==> src/hw/irq_sleep_pkg.sv <==
// Constants, carrier structs and state types for the interrupt priority and sleep control block.
package irq_sleep_pkg;

    localparam int NUM_IRQ = 256;
    localparam int PRIO_KEPT = 2;
    localparam int PRIO_KEEP_LSB = 6;
    localparam int PREEMPT_BIT = 7;

    localparam logic [11:0] OFS_ACTIVE_HI = 12'h304;
    localparam logic [11:0] OFS_PRIO_FIRST = 12'h400;
    localparam logic [11:0] OFS_PRIO_LAST = 12'h4FF;
    localparam logic [11:0] OFS_SLEEP_CTRL = 12'hD10;
    localparam logic [11:0] CSR_NEST_STACK = 12'h804;

    localparam int SC_SOFT_RESET = 31;
    localparam int SC_EVENT_SET = 5;
    localparam int SC_WAKE_ON_PEND = 4;
    localparam int SC_WFI_AS_WFE = 3;
    localparam int SC_DEEP_SLEEP = 2;
    localparam int SC_SLEEP_ON_EXIT = 1;
    localparam int CSR_NESTING_BIT = 1;
    localparam int CSR_HW_SAVE_BIT = 0;

    localparam logic RST_CTRL_BIT = 1'b0;
    localparam logic [31:0] RST_WORD = 32'h0000_0000;

    typedef enum logic [2:0] {
        ST_RUN = 3'b001,
        ST_WAIT_EVENT = 3'b010,
        ST_WAIT_IRQ = 3'b100
    } sleep_state_e;

    typedef struct packed {
        logic ext_event_en;
        logic pend_enabled;
        logic pend_any;
    } wake_src_s;

    typedef struct packed {
        logic wait_event_instr;
        logic wait_irq_instr;
        logic handler_return;
    } core_cmd_s;

    typedef struct packed {
        logic flag;
    } ev_mem_s;

    typedef struct packed {
        logic [NUM_IRQ-1:0][PRIO_KEPT-1:0] prio;
        logic nesting_enable;
        logic hw_context_save_enable;
        logic wake_on_pending;
        logic wait_irq_as_wait_event;
        logic deep_sleep_select;
        logic sleep_on_handler_return;
        logic soft_system_reset;
        logic [31:0] mm_rdata;
        logic mm_rvalid;
        logic [31:0] csr_rdata;
        logic csr_ack;
        logic csr_illegal;
        sleep_state_e st;
        logic wait_done;
        logic [7:0] query_prio;
        logic query_preempt;
    } ctrl_state_s;

endpackage : irq_sleep_pkg

==> src/hw/event_memory.sv <==
// Sticky event memory that lets a later wait-for-event complete at once.
`timescale 1ns/1ps
module event_memory (
    input wire logic clk_sys,
    input wire logic reset,
    input wire logic ev_set,
    input wire logic ev_consume,
    output logic ev_pending
);
    irq_sleep_pkg::ev_mem_s state_r;
    irq_sleep_pkg::ev_mem_s state_nxt;

    // A new event in the consuming cycle survives, so no event is lost.
    always_comb begin
        state_nxt.flag = ev_set | (state_r.flag & ~ev_consume);
    end

    always_ff @(posedge clk_sys or posedge reset) begin
        if (reset) begin
            state_r.flag <= irq_sleep_pkg::RST_CTRL_BIT;
        end else begin
            state_r <= state_nxt;
        end
    end

    assign ev_pending = state_r.flag;
endmodule : event_memory

==> src/hw/interrupt_priority_sleep_ctrl.sv <==
// Interrupt priority store, active status, sleep/wake control and nesting CSR.
`timescale 1ns/1ps
module interrupt_priority_sleep_ctrl (
    input wire logic clk_sys,
    input wire logic reset,
    input wire logic mm_sel,
    input wire logic mm_we,
    input wire logic [11:0] mm_addr,
    input wire logic [3:0] mm_be,
    input wire logic [31:0] mm_wdata,
    output logic [31:0] mm_rdata,
    output logic mm_rvalid,
    input wire logic csr_valid,
    input wire logic csr_we,
    input wire logic [11:0] csr_addr,
    input wire logic csr_priv_machine,
    input wire logic [31:0] csr_wdata,
    output logic [31:0] csr_rdata,
    output logic csr_ack,
    output logic csr_illegal,
    input wire logic [6:0] irq_active_flag,
    input wire irq_sleep_pkg::wake_src_s wake_src,
    input wire irq_sleep_pkg::core_cmd_s core_cmd,
    input wire logic [7:0] irq_query_num,
    output logic [7:0] irq_query_prio,
    output logic irq_query_preempt,
    output logic nesting_enable,
    output logic hw_context_save_enable,
    output logic soft_system_reset,
    output logic core_sleeping,
    output logic core_deep_sleep,
    output logic wait_done
);
    irq_sleep_pkg::ctrl_state_s state_r;
    irq_sleep_pkg::ctrl_state_s state_nxt;

    logic ev_pending;
    logic ev_set;
    logic ev_consume;

    // Only the two kept bits are stored; the rest are rebuilt as zero.
    function automatic logic [7:0] prio_byte(
        input logic [irq_sleep_pkg::PRIO_KEPT-1:0] kept
    );
        prio_byte = {kept, 6'h00};
    endfunction : prio_byte

    function automatic logic prio_hit(input logic [11:0] a);
        prio_hit = (a >= irq_sleep_pkg::OFS_PRIO_FIRST) && (a <= irq_sleep_pkg::OFS_PRIO_LAST);
    endfunction : prio_hit

    event_memory u_event_memory (
        .clk_sys(clk_sys),
        .reset(reset),
        .ev_set(ev_set),
        .ev_consume(ev_consume),
        .ev_pending(ev_pending)
    );

    always_comb begin
        logic [5:0] widx;
        logic [7:0] idx;
        logic ev_now;
        logic wfe_cmd;
        logic csr_mine;
        logic [31:0] rd;
        widx = mm_addr[7:2];
        idx = 8'h00;
        ev_now = 1'b0;
        wfe_cmd = 1'b0;
        csr_mine = 1'b0;
        rd = irq_sleep_pkg::RST_WORD;
        ev_consume = 1'b0;
        state_nxt = state_r;
        state_nxt.mm_rvalid = 1'b0;
        state_nxt.csr_ack = 1'b0;
        state_nxt.csr_illegal = 1'b0;
        state_nxt.soft_system_reset = 1'b0;
        state_nxt.wait_done = 1'b0;

        // Memory-mapped register writes.
        if (mm_sel && mm_we) begin
            if (prio_hit(mm_addr)) begin
                for (int l = 0; l < 4; l++) begin
                    idx = {widx, 2'(l)};
                    if (mm_be[l]) begin
                        state_nxt.prio[idx] = mm_wdata[8*l+7 -: 2];
                    end
                end
            end else if (mm_addr == irq_sleep_pkg::OFS_SLEEP_CTRL) begin
                if (mm_be[3] && mm_wdata[irq_sleep_pkg::SC_SOFT_RESET]) begin
                    state_nxt.soft_system_reset = 1'b1;
                end
                if (mm_be[0]) begin
                    state_nxt.wake_on_pending = mm_wdata[irq_sleep_pkg::SC_WAKE_ON_PEND];
                    state_nxt.wait_irq_as_wait_event = mm_wdata[irq_sleep_pkg::SC_WFI_AS_WFE];
                    state_nxt.deep_sleep_select = mm_wdata[irq_sleep_pkg::SC_DEEP_SLEEP];
                    state_nxt.sleep_on_handler_return =
                        mm_wdata[irq_sleep_pkg::SC_SLEEP_ON_EXIT];
                end
            end
        end

        // Memory-mapped reads answer one cycle later; unmapped reads give zero.
        if (mm_sel && !mm_we) begin
            state_nxt.mm_rvalid = 1'b1;
            if (prio_hit(mm_addr)) begin
                for (int l = 0; l < 4; l++) begin
                    idx = {widx, 2'(l)};
                    rd[8*l +: 8] = prio_byte(state_r.prio[idx]);
                end
            end else if (mm_addr == irq_sleep_pkg::OFS_ACTIVE_HI) begin
                rd[6:0] = irq_active_flag;
            end else if (mm_addr == irq_sleep_pkg::OFS_SLEEP_CTRL) begin
                // Reset and event-set bits are write-only and read zero.
                rd[irq_sleep_pkg::SC_WAKE_ON_PEND] = state_r.wake_on_pending;
                rd[irq_sleep_pkg::SC_WFI_AS_WFE] = state_r.wait_irq_as_wait_event;
                rd[irq_sleep_pkg::SC_DEEP_SLEEP] = state_r.deep_sleep_select;
                rd[irq_sleep_pkg::SC_SLEEP_ON_EXIT] = state_r.sleep_on_handler_return;
            end
            state_nxt.mm_rdata = rd;
        end

        // The CSR port is a separate 12-bit space, answered only for our address.
        csr_mine = csr_valid && (csr_addr == irq_sleep_pkg::CSR_NEST_STACK);
        if (csr_mine) begin
            if (!csr_priv_machine) begin
                state_nxt.csr_illegal = 1'b1;
                state_nxt.csr_rdata = irq_sleep_pkg::RST_WORD;
            end else begin
                state_nxt.csr_ack = 1'b1;
                state_nxt.csr_rdata = irq_sleep_pkg::RST_WORD;
                state_nxt.csr_rdata[irq_sleep_pkg::CSR_NESTING_BIT] = state_r.nesting_enable;
                state_nxt.csr_rdata[irq_sleep_pkg::CSR_HW_SAVE_BIT] =
                    state_r.hw_context_save_enable;
                if (csr_we) begin
                    state_nxt.nesting_enable = csr_wdata[irq_sleep_pkg::CSR_NESTING_BIT];
                    state_nxt.hw_context_save_enable =
                        csr_wdata[irq_sleep_pkg::CSR_HW_SAVE_BIT];
                end
            end
        end

        // Priority lookup for the arbiter; preemption exists only with nesting on.
        state_nxt.query_prio = prio_byte(state_r.prio[irq_query_num]);
        state_nxt.query_preempt = state_r.nesting_enable &&
            state_r.prio[irq_query_num][
                irq_sleep_pkg::PREEMPT_BIT - irq_sleep_pkg::PRIO_KEEP_LSB];

        // Wake sources for wait-for-event.
        ev_now = wake_src.ext_event_en | wake_src.pend_enabled;
        if (mm_sel && mm_we && mm_be[0] && (mm_addr == irq_sleep_pkg::OFS_SLEEP_CTRL) &&
            mm_wdata[irq_sleep_pkg::SC_EVENT_SET]) begin
            ev_now = 1'b1;
        end
        if (state_r.wake_on_pending && wake_src.pend_any) begin
            ev_now = 1'b1;
        end

        wfe_cmd = core_cmd.wait_event_instr ||
            (core_cmd.wait_irq_instr && state_r.wait_irq_as_wait_event);

        case (state_r.st)
            irq_sleep_pkg::ST_RUN: begin
                if (wfe_cmd) begin
                    if (ev_now || ev_pending) begin
                        state_nxt.wait_done = 1'b1;
                        ev_consume = 1'b1;
                    end else begin
                        state_nxt.st = irq_sleep_pkg::ST_WAIT_EVENT;
                    end
                end else if (core_cmd.wait_irq_instr) begin
                    state_nxt.st = irq_sleep_pkg::ST_WAIT_IRQ;
                end else if (core_cmd.handler_return && state_r.sleep_on_handler_return) begin
                    state_nxt.st = irq_sleep_pkg::ST_WAIT_IRQ;
                end
            end
            irq_sleep_pkg::ST_WAIT_EVENT: begin
                if (ev_now || ev_pending) begin
                    state_nxt.st = irq_sleep_pkg::ST_RUN;
                    state_nxt.wait_done = 1'b1;
                    ev_consume = 1'b1;
                end
            end
            irq_sleep_pkg::ST_WAIT_IRQ: begin
                if (wake_src.pend_enabled) begin
                    state_nxt.st = irq_sleep_pkg::ST_RUN;
                    state_nxt.wait_done = 1'b1;
                end
            end
            default: begin
                state_nxt.st = irq_sleep_pkg::ST_RUN;
            end
        endcase

        // An event that completes a wait-for-event is spent; any other is remembered.
        ev_set = ev_now && !ev_consume;
    end

    always_ff @(posedge clk_sys or posedge reset) begin
        if (reset) begin
            state_r.prio <= '0;
            state_r.nesting_enable <= irq_sleep_pkg::RST_CTRL_BIT;
            state_r.hw_context_save_enable <= irq_sleep_pkg::RST_CTRL_BIT;
            state_r.wake_on_pending <= irq_sleep_pkg::RST_CTRL_BIT;
            state_r.wait_irq_as_wait_event <= irq_sleep_pkg::RST_CTRL_BIT;
            state_r.deep_sleep_select <= irq_sleep_pkg::RST_CTRL_BIT;
            state_r.sleep_on_handler_return <= irq_sleep_pkg::RST_CTRL_BIT;
            state_r.soft_system_reset <= irq_sleep_pkg::RST_CTRL_BIT;
            state_r.mm_rdata <= irq_sleep_pkg::RST_WORD;
            state_r.mm_rvalid <= 1'b0;
            state_r.csr_rdata <= irq_sleep_pkg::RST_WORD;
            state_r.csr_ack <= 1'b0;
            state_r.csr_illegal <= 1'b0;
            state_r.st <= irq_sleep_pkg::ST_RUN;
            state_r.wait_done <= 1'b0;
            state_r.query_prio <= 8'h00;
            state_r.query_preempt <= 1'b0;
        end else begin
            state_r <= state_nxt;
        end
    end

    assign mm_rdata = state_r.mm_rdata;
    assign mm_rvalid = state_r.mm_rvalid;
    assign csr_rdata = state_r.csr_rdata;
    assign csr_ack = state_r.csr_ack;
    assign csr_illegal = state_r.csr_illegal;
    assign irq_query_prio = state_r.query_prio;
    assign irq_query_preempt = state_r.query_preempt;
    assign nesting_enable = state_r.nesting_enable;
    assign hw_context_save_enable = state_r.hw_context_save_enable;
    assign soft_system_reset = state_r.soft_system_reset;
    assign core_sleeping = (state_r.st != irq_sleep_pkg::ST_RUN);
    // Deep sleep is only a selection; it shows while the core actually sleeps.
    assign core_deep_sleep = core_sleeping && state_r.deep_sleep_select;
    assign wait_done = state_r.wait_done;
endmodule : interrupt_priority_sleep_ctrl

==> config.mk <==
export PLATFORM = sky130hd
export DESIGN_NAME = interrupt_priority_sleep_ctrl
export DESIGN_NICKNAME = d
export VERILOG_FILES = /design/src/hw/irq_sleep_pkg.sv /design/src/hw/event_memory.sv /design/src/hw/interrupt_priority_sleep_ctrl.sv
export SDC_FILE = /design/constraint.sdc
export NUM_CORES = 1
export LEC_CHECK = 0
export ABC_AREA = 0
export BUFFER_PORTS_ARGS = -buffer_cell sky130_fd_sc_hd__buf_2
export CAP_MARGIN = 20
export CORE_UTILIZATION = 38
export DETAILED_ROUTE_END_ITERATION = 8
export GPL_TIMING_DRIVEN = 0
export PLACE_DENSITY_LB_ADDON = 0.3
export RECOVER_POWER = 100
export SYNTH_ARGS = -nofsm -noshare
export SYNTH_HDL_FRONTEND = slang
export SYNTH_HIERARCHICAL = 1
export SYNTH_SLANG_ARGS = --single-unit
==> constraint.sdc <==
create_clock -name clk_sys -period 24.8 [get_ports clk_sys]
set_input_delay 4.96 -clock clk_sys [delete_from_list [all_inputs] [get_ports clk_sys]]
set_output_delay 4.96 -clock clk_sys [all_outputs]
set_load 0.01 [all_outputs]
======== Yosys cells after proc, flatten, opt, wreduce, memory -nomap -nowiden ========
Cells that the tools add are included.
word-level totals
  register bits ........................... 564
  bits of input ports ..................... 120
  word-level logic and storage cells ...... 386
cells by class
  magnitude comparators ................... 11
  eq/ne operators ......................... 11
  multiplexer cells ....................... 60
  bitwise gates (word level) .............. 5
  reductions and logical operators ........ 26
operator list
  operator                                                             number
  two-way mux 512 bit                                                  10
  bitwise mux 512 bit                                                  4
  binary-select mux 2 bit (select 6 bit)                               4
  demux 2 bit (select 6 bit)                                           4
  less-than comparator 8 x 9 -> 1 bit, second input constant           5
  greater-or-equal comparator 8 x 1 -> 1 bit, second input constant    4
  two-way mux 25 bit                                                   1
  == test 12 bit, second input constant                                2
  two-way mux 2 bit                                                    12
  logical AND 1 bit                                                    18
  binary-select mux 2 bit (select 8 bit)                               1
  two-way mux 4 bit                                                    4
  == test 12 x 10 -> 1 bit, second input constant                      1
  greater-or-equal comparator 12 x 11 -> 1 bit, second input constant  1
  <= comparator 12 x 11 -> 1 bit, second input constant                1
  two-way mux 1 bit                                                    12
  two-way mux 3 bit                                                    4
  case mux 3 bit (3 select lines)                                      1
  AND reduction 4 bit                                                  2
  two-way mux 7 bit                                                    1
  != test 2 bit, second input constant                                 2
  != test 4 bit, second input constant                                 1
  == test 3 x 1 -> 1 bit, second input constant                        1
  == test 3 x 2 -> 1 bit, second input constant                        1
  other kinds (12)                                                     16

======== Longest topological paths before layout ========
  word-level depth ........................ 18
  mapped depth ............................ 10
  mapped depth without buffers ............ 8

======== Cells and area by module ========
Netlist, hierarchy kept.
by module, submodules not included
  module                         instances  cells an instance  area an instance (sq um)  sequential area each (sq um)
  interrupt_priority_sleep_ctrl  1          2272               30531.8                   13639.3
  event_memory                   1          4                  40.0                      25.0

======== Worst setup path before layout ========
Ideal clock, no wire load.
  kind .................................... input to register
  from .................................... in mm_addr[3]
  to ...................................... reg mm_rdata[31] (netlist name)
  library setup time ...................... 121 ps
  data arrival time ....................... 7031 ps
  required time ........................... 24679 ps
  setup slack ............................. 17648 ps
  cell stages on the path ................. 8
  path buffers ............................ 3
  cell sequence ........................... clkbuf_1 -> buf_1 -> buf_2 -> mux4_2 -> mux4_2 -> a22oi_1 -> nand3_1 -> a22o_1
on the way
  cells in the longest elaborated chain, start to end .. 3
RTL lines
  element                                                                       RTL line                                                                   source
  start: declaration                                                            interrupt_priority_sleep_ctrl.sv:8                                         input wire logic [11:0] mm_addr,
  binary-select mux 2 bit (select 6 bit), or another cell as far along          interrupt_priority_sleep_ctrl.sv:110                                       rd[8*l +: 8] = prio_byte(state_r.prio[idx]);
  two-way mux 2 bit (not written as such) or logical AND 1 bit (tied branches)  interrupt_priority_sleep_ctrl.sv:110, interrupt_priority_sleep_ctrl.sv:49
  two-way mux 25 bit (*)                                                        interrupt_priority_sleep_ctrl.sv:107                                       if (prio_hit(mm_addr)) begin
Every way passes the cells marked *; elsewhere a longest branch is shown, timed or not. The select of a mux whose other input is x is not followed.
A chain may end at the register's enable or synchronous reset.

==> results.txt <==
----------------------------------------------------
[Status]
  Result of the run ... finished, violations left
  Violations in the final reports ... max-capacitance violations, max-slew violations

[Die]
  Die width ... 286 um
  Vertical die dimension ... 286 um
  Row cnt ... 103
  Core footprint ... 79,300 um2
  Number of I/O pins ... 202
  Die Outline Area ... just over 80,000 um2
  Starting density of the core ... 0.386

[Clocking]
  Worst skew pair latency ... 0.65 ns
  Post-CTS setup buffers ... 0
  TritonCTS sink count ... 546
  H-tree depth ... 2
  Hold-fix buffers, CTS ... 0
  Total clock buffers created by CTS ... 57
  Clock transition at path regs ... 0.06 ns
  Maximum clock insertion buffer count ... 3
  PostCTS Resize Cnt ... 0
  TritonCTS clock tree ... yes
  Clock root buffer ... clkbuf_16

[Detailed routing]
  Wl on met1 ... 47.5 mm
  Post-DRT Antenna Nets ... 0
  Mean routed wirelength per cell ... 34.8 um
  Via count ... 23,200
  Wire length on met2 ... approximately 54 mm
  Starting DRT DRC Count ... around 3,000
  Post-detailed-route via-to-cell ratio ... approximately 6.5
  Highest layer used for signal routing ... met5
  Routed wire length ... 125 mm
  Met3 Wirelength ... 15.1 mm
  Number of design rule violations left after detail routing ... 0
  Drt first pass iters ... 5

[Hold path]
  Kind of path behind the tightest hold check ... reg2reg

[Timing]
  Worst slew slack as a fraction of its limit ... -3.58
  Final hold violation count ... 0
  Setup repair after global routing missed its margin ... false
  Maximum clock rate ... 75.4 MHz
  TNS Setup ... 0 ns
  Max-slew violations ... 445
  Transition time of the tightest slew-check pin ... 6.87 ns
  Minimum clock period after layout ... 13.27 ns
  Post-route clock skew ... 0.0190 ns
  Part of the cycle the worst path needs ... 0.535
  Hold WS ... 0.475 ns
  Final setup violation count ... 0

[Cells and area]
  Fraction of final layout cells with drive strength greater than 1 ... 0.422
  Most frequent cells in the layout ... dfrtp_1 (545), mux2_2 (509), mux4_2 (273)
  Footprint of the multi-input gates ... ~16,000 um2
  Count of nets after finishing ... 2,610
  Filler Cells Inserted ... around 7,300
  FF/Latch Area ... 13,700 um2
  Relative area change from synthesis to final layout ... 12.7%
  Leading cell type in the layout, fill and taps excluded ... dfrtp_1

[Pwr]
  Leakage power summed over all cells ... 15.3 nW
  Peak VDD IR ... 0.0659 mV
  Power density relative to cell area ... 57.0 nW/um2

[Global routing]
  Number of global-route vias before repair ... ~23,000
  All-Layer GR Usage ... 0.305
  Wire length of the first global-routing pass ... 176 mm
  Total global routing overflow ... 0
  Pin count of the biggest net entering global routing ... 131
  Initial antenna violation count ... 9

[Logic synthesis]
  Number of different library cells in the post-synthesis netlist ... 63
  Post-synthesis sequential area ratio ... 0.447
  Synthesized area per cell ... 13.4 um2
  Fraction of synthesized cell area taken by the top area cell type ... 0.446
  Top cells by area, synth ... dfrtp_1 (45%), mux4_2 (20%), mux2_2 (19%), nor2_1 (3.0%), buf_4 (2.1%)
  EDFF count, synth ... 0
  Synth Instances ... 2,276
  Yosys top cell by area ... dfrtp_1
  Mapped Area ... 30,600 um2
  Synth warn ... 6
  Top_reg_cell synth ... dfrtp_1
  Flops & latches, synth ... 546
  Post-synth ARST share ... 1.00

[Critical path]
  Endpoint type of the worst setup path ... async pin
  Critical Path Start Type ... primary input
  Crit Path Category ... in2async
  Largest fanout of any net on the critical path ... 122
  Required time at the endpoint of the critical path ... 23.84 ns
  Critical path arrival ... between 10 and 15 ns

[Placement]
  Post-DP HPWL ... 92.6 mm
  Final GP Congestion ... 1.07
  Port Buf Inserts ... 85

[Run]
  Count of max-cap constraint violations ... 7

----------------------------------------------------
metrics by stage:
step	util	power (mW)	cell area, um2	std cells	setup WS [ns]
6_report	0.435	1.96	34400	3585	11.53
2_1_floorplan	-	1.03	30800	2329	4.61
3_5_place_dp	0.414	1.11	32800	3477	15.41
5_1_grt	0.435	2.01	34400	3584	10.02
4_1_cts	0.437	1.97	34600	3580	16.07
3_3_place_gp	0.410	1.10	32500	3464	-0.982
flip-flops by register name, summed over array words and instances, names as in the netlist, 2 cells and up:
signal and cells:
state_r 519, mm_rdata 14, csr_rdata 2, irq_query_prio 2
Yosys cell counts, drive strengths merged, types with 5 or more instances:
cell    count
nor2      242
nor3        9
a22o       16
or2         5
a21oi      17
buf       156
o21ai       6
mux2      519
nand2     164
o221ai      8
nor2b      10
o22ai       8
inv        11
nand3      24
nand2b     10
a221oi     13
a22oi      30
and2       13
dfrtp     545
clkbuf     99
mux2i      34
nand4       5
mux4      273
routing by layer:
layer	up-vias	track usage
met5	-	0
met2	1766	0.452
met3	418	0.0873
li1	8835	-
met4	6	0.166
met1	12200	0.404
worst paths after layout:
path	from	to	slack (ns)	depth (start not counted)
max in group clk_sys	mm_addr[3]	state_r[231]	15.04	9
min in group asynchronous	reset	u_event_memory/ev_pending	4.16	2
setup reg to reg	state_r[397]	irq_query_prio[6]	21.25	6
hold reg to reg	u_event_memory/ev_pending	u_event_memory/ev_pending	0.48	1
setup / recovery	reset	state_r[147]	11.53	3
hold / removal	u_event_memory/ev_pending	u_event_memory/ev_pending	0.48	1
final cells by class:
cell class / instances / area share
Buffer: 255 / 0.0404
Clock buffer: 84 / 0.0487
Multi-Input combinational cell: 1515 / 0.454
Sequential cell: 546 / 0.397
Timing Repair Buffer: 102 / 0.0154
Tap cell: 1050 / 0.0381
Antenna cell: 1 / 0.0000726
Clock inverter: 19 / 0.00479
Inverter: 13 / 0.00145
power breakdown:
group	internal (mW)	total (mW)	switching, mW
combinational	0.0540	0.192	0.138
sequential	0.899	0.906	0.00695
clock	0.487	0.868	0.380
critical path, cell delays in order:
cell and delay [ns]:
clkbuf_1 0.09, clkinvlp_2 2.13, clkbuf_1 4.89
cell families (layout without fill, tap and decap cells):
group	count (synthesis)	after routing	share of synthesized area
AO/OA/AOI/OAI	130	130	0.0320
flip-flops	546	546	0.447
buffers and inverters	268	473	0.0474
multiplexers	826	826	0.403
AND/OR/NAND/NOR	505	505	0.0701
other	1	55	0.000123
(Power assumes the default switching activity.)
